## src/shared/xbp_defs.svh

```systemverilog
/*
  Constants of the external memory bus pin block: widths, reset values,
  region windows and strobe timing.
  Assumes a 10 MHz system clock.
*/
`ifndef XBP_DEFS_SVH
`define XBP_DEFS_SVH

// ---------------------------------------------------------------
// Widths
// ---------------------------------------------------------------
`define XBP_ADDR_MSB 23
`define XBP_DATA_MSB 7
`define XBP_REGION_MSB 3
`define XBP_DEC_LSB 16

// ---------------------------------------------------------------
// Reset values
// ---------------------------------------------------------------
`define XBP_ADDR_RST 24'h000000
`define XBP_DATA_RST 8'h00
`define XBP_SEL_RST 4'hf

// ---------------------------------------------------------------
// Region windows on address bits 23:16, and space (1 = I/O)
// ---------------------------------------------------------------
`define XBP_REGION_LO {8'hff, 8'h40, 8'h20, 8'h00}
`define XBP_REGION_HI {8'hff, 8'hff, 8'h3f, 8'h1f}
`define XBP_REGION_IO 4'h8

// ---------------------------------------------------------------
// Timing
// ---------------------------------------------------------------
`define XBP_CLK_NS 100
`define XBP_STROBE_NS 200
`define XBP_STROBE_CYC ((`XBP_STROBE_NS + `XBP_CLK_NS - 1) / `XBP_CLK_NS)

`endif

```

## src/shared/xbp_pkg.sv

```systemverilog
/*
  Types of the external memory bus pin block.
  Assumes xbp_defs.svh is on the include path.
*/
`default_nettype none

package xbp_pkg;

  typedef enum logic [2:0] {
    XBP_IDLE = 3'b000,
    XBP_SETUP = 3'b001,
    XBP_STROBE = 3'b010,
    XBP_DONE = 3'b011,
    XBP_GRANT = 3'b100
  } xbp_state_type;

  typedef logic [1:0] xbp_count_type;

endpackage

`default_nettype wire

```

## src/design/xbp_region_decode.sv

```systemverilog
/*
  Region select decoder: compares address bits 23:16 with four windows.
  Assumes the caller registers the result before it reaches a pin.
*/
`include "xbp_defs.svh"
`default_nettype none

module xbp_region_decode
  import xbp_pkg::*;
(
  input wire logic [`XBP_ADDR_MSB:0] addr,          // Address to decode
  input wire logic is_io,                           // High for I/O space
  input wire logic active,                          // An access is under way
  output logic [`XBP_REGION_MSB:0] sel_n            // Active-low selects
);

  localparam logic [`XBP_REGION_MSB:0][7:0] LO = `XBP_REGION_LO;
  localparam logic [`XBP_REGION_MSB:0][7:0] HI = `XBP_REGION_HI;
  localparam logic [`XBP_REGION_MSB:0] IO = `XBP_REGION_IO;

  logic [7:0] top;

  assign top = addr[`XBP_ADDR_MSB:`XBP_DEC_LSB];

  always_comb begin
    for (int i = 0; i <= `XBP_REGION_MSB; i++) begin
      sel_n[i] = ~(active && (IO[i] == is_io) && (top >= LO[i]) && (top <= HI[i]));
    end
  end

endmodule

`default_nettype wire

```

## src/design/xbp_bus_pins.sv

```systemverilog
/*
  Pin-level external memory and I/O bus of the controller: address, data,
  strobes, region selects and the external-master request/grant pair.
  Assumes a core-side request port on sys_clk; pins are asynchronous and
  pass two flip-flops before use. Pad logic resolves the wires from the
  output enables.
*/
// How it works
// - Address pins are driven outward whenever the bus is not granted away.
// - During grant the address pins are released and read as inputs.
// - Address is 24 bits, bit 23 highest, in memory or I/O space.
// - The address in use feeds the region select decoder.
// - Four active-low region selects, low only for accesses inside their window.
// - Data pins driven only during our own write cycles.
// - Low request from outside: float address, data, request and strobe outputs and drive grant low.
// - Read, write and fetch strobes float during grant.
`include "xbp_defs.svh"
`default_nettype none

module xbp_bus_pins
  import xbp_pkg::*;
(
  input wire logic sys_clk,                          // System clock, 10 MHz
  input wire logic reset_n,                          // Async reset, active low
  input wire logic cpu_req,                          // Access request, held until done
  input wire logic cpu_write,                        // 1 write, 0 read
  input wire logic cpu_io,                           // 1 I/O space, 0 memory
  input wire logic cpu_fetch,                        // Instruction fetch read
  input wire logic [`XBP_ADDR_MSB:0] cpu_addr,       // Access address
  input wire logic [`XBP_DATA_MSB:0] cpu_wdata,      // Write data
  output logic cpu_ready,                            // Request can be taken
  output logic cpu_done,                             // Access complete pulse
  output logic [`XBP_DATA_MSB:0] cpu_rdata,          // Read data
  input wire logic [`XBP_ADDR_MSB:0] addr_i,         // Address pins in
  output logic [`XBP_ADDR_MSB:0] addr_o,             // Address pins out
  output logic addr_oe,                              // Address drive enable
  input wire logic [`XBP_DATA_MSB:0] data_i,         // Data pins in
  output logic [`XBP_DATA_MSB:0] data_o,             // Data pins out
  output logic data_oe,                              // Data drive enable
  input wire logic mem_req_n_i,                      // Memory request pin in
  input wire logic io_req_n_i,                       // I/O request pin in
  output logic mem_req_n_o,                          // Memory request pin out
  output logic io_req_n_o,                           // I/O request pin out
  output logic req_oe,                               // Request pins drive enable
  output logic rd_n_o,                               // Read strobe
  output logic wr_n_o,                               // Write strobe
  output logic fetch_n_o,                            // Fetch indicator
  output logic strobe_oe,                            // Strobe drive enable
  input wire logic wait_n,                           // Wait input, active low
  input wire logic ext_master_request_n,             // Outside master request
  output logic ext_master_grant_n,                   // Grant to outside master
  output logic region_select_0_n,                    // Region 0 select
  output logic region_select_1_n,                    // Region 1 select
  output logic region_select_2_n,                    // Region 2 select
  output logic region_select_3_n                     // Region 3 select
);

  // ---------------------------------------------------------------
  // Pin synchronisers
  // ---------------------------------------------------------------
  logic [1:0] breq_sync_reg, wait_sync_reg, mreq_sync_reg, ioreq_sync_reg;
  logic [1:0][`XBP_ADDR_MSB:0] ain_sync_reg;
  logic [1:0][`XBP_DATA_MSB:0] din_sync_reg;
  logic breq_n, wait_low, ext_mreq_n, ext_ioreq_n;

  always_ff @(posedge sys_clk or negedge reset_n) begin
    if (!reset_n) begin
      breq_sync_reg <= 2'h3;
      wait_sync_reg <= 2'h3;
      mreq_sync_reg <= 2'h3;
      ioreq_sync_reg <= 2'h3;
      ain_sync_reg <= '0;
      din_sync_reg <= '0;
    end else begin
      breq_sync_reg <= {breq_sync_reg[0], ext_master_request_n};
      wait_sync_reg <= {wait_sync_reg[0], wait_n};
      mreq_sync_reg <= {mreq_sync_reg[0], mem_req_n_i};
      ioreq_sync_reg <= {ioreq_sync_reg[0], io_req_n_i};
      ain_sync_reg <= {ain_sync_reg[0], addr_i};
      din_sync_reg <= {din_sync_reg[0], data_i};
    end
  end

  assign breq_n = breq_sync_reg[1];
  assign wait_low = ~wait_sync_reg[1];
  assign ext_mreq_n = mreq_sync_reg[1];
  assign ext_ioreq_n = ioreq_sync_reg[1];

  // ---------------------------------------------------------------
  // Access sequencer
  // ---------------------------------------------------------------
  xbp_state_type state_reg, state_next;
  xbp_count_type cnt_reg, cnt_next;
  logic [`XBP_ADDR_MSB:0] addr_reg, addr_next;
  logic [`XBP_DATA_MSB:0] wdata_reg, wdata_next, rdata_reg, rdata_next;
  logic write_reg, write_next, io_reg, io_next, fetch_reg, fetch_next;
  logic done_reg, done_next;

  assign cpu_ready = (state_reg == XBP_IDLE) && breq_n;

  always_comb begin
    state_next = state_reg;
    cnt_next = cnt_reg;
    addr_next = addr_reg;
    wdata_next = wdata_reg;
    rdata_next = rdata_reg;
    write_next = write_reg;
    io_next = io_reg;
    fetch_next = fetch_reg;
    done_next = 1'b0;
    unique case (state_reg)
      XBP_IDLE: begin
        if (!breq_n) begin
          state_next = XBP_GRANT;
        end else if (cpu_req) begin
          state_next = XBP_SETUP;
          addr_next = cpu_addr;
          wdata_next = cpu_wdata;
          write_next = cpu_write;
          io_next = cpu_io;
          fetch_next = cpu_fetch & ~cpu_write & ~cpu_io;
        end
      end
      XBP_SETUP: begin
        state_next = XBP_STROBE;
        cnt_next = 2'(`XBP_STROBE_CYC - 1);
      end
      XBP_STROBE: begin
        if (cnt_reg != 2'h0) begin
          cnt_next = cnt_reg - 2'h1;
        end else if (!wait_low) begin
          state_next = XBP_DONE;
        end
      end
      XBP_DONE: begin
        state_next = XBP_IDLE;
        done_next = 1'b1;
        if (!write_reg) begin
          rdata_next = din_sync_reg[1];
        end
      end
      XBP_GRANT: begin
        if (breq_n) begin
          state_next = XBP_IDLE;
        end
      end
      default: begin
        state_next = XBP_IDLE;
      end
    endcase
  end

  always_ff @(posedge sys_clk or negedge reset_n) begin
    if (!reset_n) begin
      state_reg <= XBP_IDLE;
      cnt_reg <= 2'h0;
      addr_reg <= `XBP_ADDR_RST;
      wdata_reg <= `XBP_DATA_RST;
      rdata_reg <= `XBP_DATA_RST;
      write_reg <= 1'b0;
      io_reg <= 1'b0;
      fetch_reg <= 1'b0;
      done_reg <= 1'b0;
    end else begin
      state_reg <= state_next;
      cnt_reg <= cnt_next;
      addr_reg <= addr_next;
      wdata_reg <= wdata_next;
      rdata_reg <= rdata_next;
      write_reg <= write_next;
      io_reg <= io_next;
      fetch_reg <= fetch_next;
      done_reg <= done_next;
    end
  end

  assign cpu_done = done_reg;
  assign cpu_rdata = rdata_reg;

  // ---------------------------------------------------------------
  // Pin drivers
  // ---------------------------------------------------------------
  logic in_access, granted;

  assign in_access = (state_reg != XBP_IDLE) && (state_reg != XBP_GRANT);
  assign granted = (state_reg == XBP_GRANT);

  assign addr_o = addr_reg;
  assign addr_oe = ~granted;
  assign data_o = wdata_reg;
  assign data_oe = write_reg && ((state_reg == XBP_STROBE) || (state_reg == XBP_DONE));
  assign req_oe = ~granted;
  assign strobe_oe = ~granted;
  assign ext_master_grant_n = ~granted;
  assign mem_req_n_o = ~(in_access && !io_reg);
  assign io_req_n_o = ~(in_access && io_reg);
  assign rd_n_o = ~(!write_reg && (state_reg == XBP_STROBE));
  assign wr_n_o = ~(write_reg && (state_reg == XBP_STROBE));
  assign fetch_n_o = ~(fetch_reg && (state_reg == XBP_STROBE));

  // ---------------------------------------------------------------
  // Region selects
  // ---------------------------------------------------------------
  logic [`XBP_ADDR_MSB:0] dec_addr;
  logic dec_io, dec_active;
  logic [`XBP_REGION_MSB:0] dec_sel_n, sel_reg, sel_next;

  // decoder follows the address in use
  always_comb begin
    dec_addr = granted ? ain_sync_reg[1] : addr_reg;
    dec_io = granted ? ~ext_ioreq_n : io_reg;
    dec_active = granted ? (~ext_mreq_n | ~ext_ioreq_n) : in_access;
    sel_next = dec_sel_n;
  end

  xbp_region_decode u_decode (
    .addr(dec_addr),
    .is_io(dec_io),
    .active(dec_active),
    .sel_n(dec_sel_n)
  );

  always_ff @(posedge sys_clk or negedge reset_n) begin
    if (!reset_n) begin
      sel_reg <= `XBP_SEL_RST;
    end else begin
      sel_reg <= sel_next;
    end
  end

  assign region_select_0_n = sel_reg[0];
  assign region_select_1_n = sel_reg[1];
  assign region_select_2_n = sel_reg[2];
  assign region_select_3_n = sel_reg[3];
endmodule

`default_nettype wire

```

## config.mk

```make
export PLATFORM = sky130hd
export DESIGN_NAME = xbp_bus_pins
export DESIGN_NICKNAME = d
export VERILOG_FILES = /design/src/shared/xbp_pkg.sv /design/src/design/xbp_region_decode.sv /design/src/design/xbp_bus_pins.sv
export VERILOG_INCLUDE_DIRS = /design/src /design/src/shared
export SDC_FILE = /design/constraint.sdc
export NUM_CORES = 1
export LEC_CHECK = 0
export BUFFER_PORTS_ARGS = -buffer_cell sky130_fd_sc_hd__buf_2
export CORE_MARGIN = 4
export CORE_UTILIZATION = 40
export CTS_CLUSTER_DIAMETER = 100
export DETAILED_ROUTE_END_ITERATION = 7
export HOLD_SLACK_MARGIN = 0.12
export PLACE_DENSITY = 0.7
export REMOVE_ABC_BUFFERS = 1
export SLEW_MARGIN = 30
export SYNTH_ARGS = -nofsm -noshare
export SYNTH_HDL_FRONTEND = slang
export SYNTH_SLANG_ARGS = --single-unit
```

## constraint.sdc

```tcl
create_clock -name sys_clk -period 1.3 [get_ports sys_clk]
set_input_delay 0.065 -clock sys_clk [delete_from_list [all_inputs] [get_ports sys_clk]]
set_output_delay 0.065 -clock sys_clk [all_outputs]
set_load 0.005 [all_outputs]
```

After elaboration in Yosys (flattened, before gate mapping)
Index checks and enable logic that the tools add are counted.
W data, S select, Z words.
- muxes and demuxes: 12
- equality and inequality tests: 10
- bitwise operators: 19
- $lt $le $gt $ge: 7
- reductions and logical operators: 29
- add/sub/neg operators: 1
- operator list (operator ; count):
    $mux W24 ; 1
    $logic_and A1 B1 Y1 ; 18
    $not A1 Y1 ; 16
    $mux W3 ; 5
    $pmux W3 S4 ; 1
    $ge A8 B1 Y1 const B ; 1
    $ge A8 B6 Y1 const B ; 1
    $ge A8 B7 Y1 const B ; 1
    $ge A8 B8 Y1 const B ; 1
    $le A8 B5 Y1 const B ; 1
    $le A8 B6 Y1 const B ; 1
    $le A8 B8 Y1 const B ; 1
    $ne A2 B2 Y1 const B ; 4
    $eq A3 B2 Y1 const B ; 2
    $ne A3 B3 Y1 const B ; 2
    $pmux W2 S2 ; 1
    $reduce_and A2 Y1 ; 2
    $reduce_and A4 Y1 ; 1
    $reduce_bool A2 Y1 ; 2
    $eq A3 B1 Y1 const B ; 1
    $eq A3 B3 Y1 const B ; 1
    $logic_not A3 Y1 ; 1
    $mux W1 ; 3
    $reduce_and A3 Y1 ; 1
    7 further kinds ; 9
- input bits: 74
- output and inout bits: 56
- word-level logic and storage cells: 96
- bits in registers: 125

Depth between registers and ports, before layout
- depth after elaboration: 7
- depth in mapped cells: 5
- gate-level depth less buffers: 5

Hierarchy
From an unflattened synthesis, not the netlist that was laid out.
- cell total of the unflattened synthesis: 254
- area total of the unflattened synthesis: 4413.0 um^2
- modules (own cells, without submodules) (module ; instances ; area an instance (um^2) ; cells an instance):
    xbp_bus_pins ; 1 ; 4360.4 ; 245
    xbp_region_decode ; 1 ; 52.6 ; 9

Worst setup path before layout
No wires, ideal clock.
- path kind: register to register
- from: register breq_sync_reg[1]
- to: register addr_reg[0] (netlist: addr_o[0])
- library setup time: 125 ps
- path buffers: 1
- arrival: 1394 ps
- slack: -219 ps
- clock period less this slack: 1519 ps
- stages on the path, launching flop included: 5
- cells stage by stage: dfstp_2 > nor4b_4 > nand2_2 > buf_6 > mux2_4
- cells in the longest elaborated chain, start to end: 1
- RTL lines (item ; line ; source):
    start: declaration ; xbp_bus_pins.sv:61 ; logic [1:0] breq_sync_reg, wait_sync_reg, mreq_sync_reg, ioreq_sync_reg;
    start signal: assignment ; xbp_bus_pins.sv:75 ; breq_sync_reg <= {breq_sync_reg[0], ext_master_request_n};
    $reduce_and A3 Y1 (no line) ; - ;
    end signal: assignment ; xbp_bus_pins.sv:157 ; addr_reg <= `XBP_ADDR_RST;
    end signal: assignment ; xbp_bus_pins.sv:167 ; addr_reg <= addr_next;
    end: declaration ; xbp_bus_pins.sv:94 ; logic [`XBP_ADDR_MSB:0] addr_reg, addr_next;
Every way passes these cells.
A chain may end at the register's enable or synchronous reset.

Worst setup path after layout
- from: register state_reg[0]
- to: register addr_reg[7] (netlist: addr_o[7])
- cells in the longest elaborated chain, start to end: 2
- RTL lines (item ; line ; source):
    start: declaration ; xbp_bus_pins.sv:92 ; xbp_state_type state_reg, state_next;
    start signal: assignment ; xbp_bus_pins.sv:165 ; state_reg <= state_next;
    $logic_not A3 Y1 ; xbp_bus_pins.sv:111 ; unique case (state_reg)
    $reduce_and A3 Y1 (no line) ; - ;
Every way passes these cells.

==> flow_metrics.tcl <==
set metrics [dict create \
    clkTransAtPathRegs_ps 90 \
    largest_register_ffs 24 \
    final_cells 497 \
    diodes 0 \
    p_seq_share_pct 44.6 \
    ys_warn_count 0 \
    path_buf_inv 2 \
    syn_area_sq_um 3350 \
    p_int_mw 6.78 \
    required_ps 1530 \
    p_leak_nw 2.46 \
    num_vias 2242 \
    combPwrFrac_pct 37.1 \
    firstDrtPassIters 4 \
    final_area_sq_um 5030 \
    crit_fanout 32 \
    clockBufferDepth 2 \
    fmax_mhz 622 \
    design.portCount 130 \
    overflow 0 \
    cap_violations 0 \
    cts.sinks 93 \
    gr-usage-all-layers_pct 15.8 \
    initial_core_util_pct 41.0 \
    rrSetupSlack_ps -310 \
    ys_seq_area_share_pct 69.9 \
    synth_top_area_share_pct 60.4 \
    drive_gt1_share_pct 55.4 \
    wl_per_cell_um 15.4 \
    grt_pass1_vias 2473 \
    antenna_found_initial 0 \
    place_area_sq_um 4110 \
    final_common_cell "buf_2" \
    post-route-min-period_ps 1610 \
    cts_tree "yes" \
    p_sw_share_pct 29.7 \
    finalPower_mw 9.65 \
    crit_arrival_ps 1830 \
    cts_inserted_buffers 9 \
    die_area_sq_um 9910 \
    crit_path_top_delay_cell "dfrtp_1" \
    path_cells "buf_6 -> nor4b_4 -> nand2_2 -> buf_12 -> mux2_4" \
    place_ws_ps -282 \
    layout_common_cells "106 x buf_2, 81 x dfrtp_1, 56 x dlygate4sd3_1" \
    ys_seq_elements 93 \
    finClkSkew_ps 11.9 \
    hold_class "primary input to register" \
    hpwlAfterDp_um 4470 \
    crit_family "simple AND/OR/NAND/NOR gates" \
    reg2reg_from "state_reg[0]" \
    cts_max_level 3 \
    ant_nets 0 \
    status "finished with violations" \
    critPathLaunchType "register" \
    setup_slack_ps -308 \
    synth_area_leader_cell "dfrtp_1" \
    endpoint_kind "register" \
    final_nets 462 \
    fp.dieH_um 99.6 \
    synth_cells 195 \
    clock-root-buffer "clkbuf_8" \
    synth.avg_cell_area_sq_um 17.2 \
    drc 0 \
    slew_viol_final 0 \
    die_x_um 99.6 \
    worst-setup-path-type "register to register" \
    cpPeakStageDelay_ps 400 \
    wl_um 7660 \
    slew_headroom_pct 67.9 \
    timing.final.crit_share_pct 124 \
    gp_congestion 0.732 \
    ir_worst_vdd_v 0.000941 \
    tightest_slew_ps 482 \
    finalSetupViolations 55 \
    syn_to_final_growth_pct 50.0 \
    clockPowerShare_pct 18.4 \
    drt_iter0_markers 75 \
    fill_cells 648 \
    clk_latency_ps 350 \
    rows 33 \
    rsz0062_at_grt "yes" \
    core_area_sq_um 8180 \
    synth_area_leaders "dfrtp_1 60%, mux2_4 13%, dfstp_2 9.4%" \
    crit_start "state_reg[0]" \
    hold_start "cpu_fetch" \
    violations "setup timing" \
    grt_first_pass_wirelength_um 12000 \
    placed_cells 417 \
    ys_types 34 \
    avgViaCountPerCell 4.51 \
    hold_violations 0 \
    power.density_nw_per_um2 1920 \
    numPortBuffers 113 \
    grt_max_degree 94 \
    power.switching_mw 2.87 \
]
-- cell usage after synthesis --
| cell | count |
|---|---|
| xnor2_1 | 1 |
| ha_1 | 1 |
| dfrtp_1 | 81 |
| nor4_1 | 2 |
| nor2_1 | 2 |
| nand3_1 | 1 |
| mux2_4 | 30 |
| clkbuf_1 | 1 |
| a22o_1 | 2 |
| inv_1 | 4 |
| and3b_1 | 2 |
| buf_6 | 3 |
| buf_4 | 4 |
| nand2_1 | 3 |
| nand3b_1 | 1 |
| o21bai_1 | 2 |
| nand4_1 | 3 |
| dfstp_2 | 12 |
| mux2_2 | 14 |
| nor3b_2 | 1 |
| nor4b_4 | 1 |
| a211oi_1 | 1 |
| a22oi_1 | 1 |
| nor3b_1 | 3 |
| buf_2 | 2 |
| nand2b_1 | 2 |
| a31oi_1 | 1 |
| nor3_1 | 3 |
| nor4b_1 | 1 |
| o311ai_0 | 1 |
| o21ai_0 | 4 |
| nand2_2 | 1 |
| nor2b_1 | 2 |
| and3_1 | 2 |
-- power groups by stage --
stage                     combinational (mW)  clock (mW)  sequential [mW]
after floorplan                         1.45           0             4.35
after global routing                    3.83        1.98             4.40
final                                   3.58        1.77             4.30
after detailed placement                2.94           0             4.32
after CTS                               3.39        1.83             4.29
after global placement                  2.84           0             4.31
-- layer usage --
metal / vias up / global-route usage, % / routed length [um] / part of all wire (%)
met2: 73 / 27.9 / 4080 / 53
met1: 1095 / 17.5 / 2930 / 38
met3: 17 / 4.84 / 467 / 6.1
li1: 1057 / - / - / -
met4: 0 / 6.62 / 184 / 2.4
met5: - / 0 / 0 / 0
-- cells by family (layout without fill, tap and decap cells) --
logic type	Yosys count	in the layout	share of synthesized area, %
compound gates	12	12	2.46
xor+xnor	1	1	0.261
fa+ha+maj	1	1	0.373
buf+inv	14	211	2.76
flops	93	93	69.9
mux	44	44	18.1
simple gates	30	30	6.16
-- through the flow --
stage               util, %  setup TNS [ps]  hold slack (ps)
global placement       50.2           -8850              142
finish                 61.5          -14110              181
global route           61.5          -17840              194
detailed placement     50.2          -10080              149
CTS                    60.7          -14140              160
floorplan                 -          -28250             -231
-- repair_timing --
action | 4_1_cts | 5_1_grt
pin swaps | 2 | 3
gates cloned | 0 | 0
gates resized for setup | 24 | 6
hold endpoints to repair | 148 | 0
hold buffers | 56 | 0
buffers inserted | 3 | 5
setup endpoints to repair | 57 | 60
-- tightest hold or removal path, cell delays in order --
cell     delay, ps
buf_2           70
nor3b_1        190
mux2_4         170
-- final timing paths --
path	endpoint	cells after the start
setup / recovery	addr_o[7]	5
hold / removal	fetch_reg	3
setup reg to reg	addr_o[7]	5
hold reg to reg	din_sync_reg[10]	0
max in group asynchronous	ioreq_sync_reg[0]	3
min in group asynchronous	write_reg	3
-- area by class of cell --
cell class	instances	area, sq um	share of cell area, %
tap	105	131	2.61
multi-input combinational	88	968	19.3
clock inverter	5	41.3	0.821
inverter	4	15.0	0.299
timing repair buffer	191	1390	27.6
sequential	93	2340	46.6
clock buffer	11	141	2.81
Power figures use the tool's default switching activity.
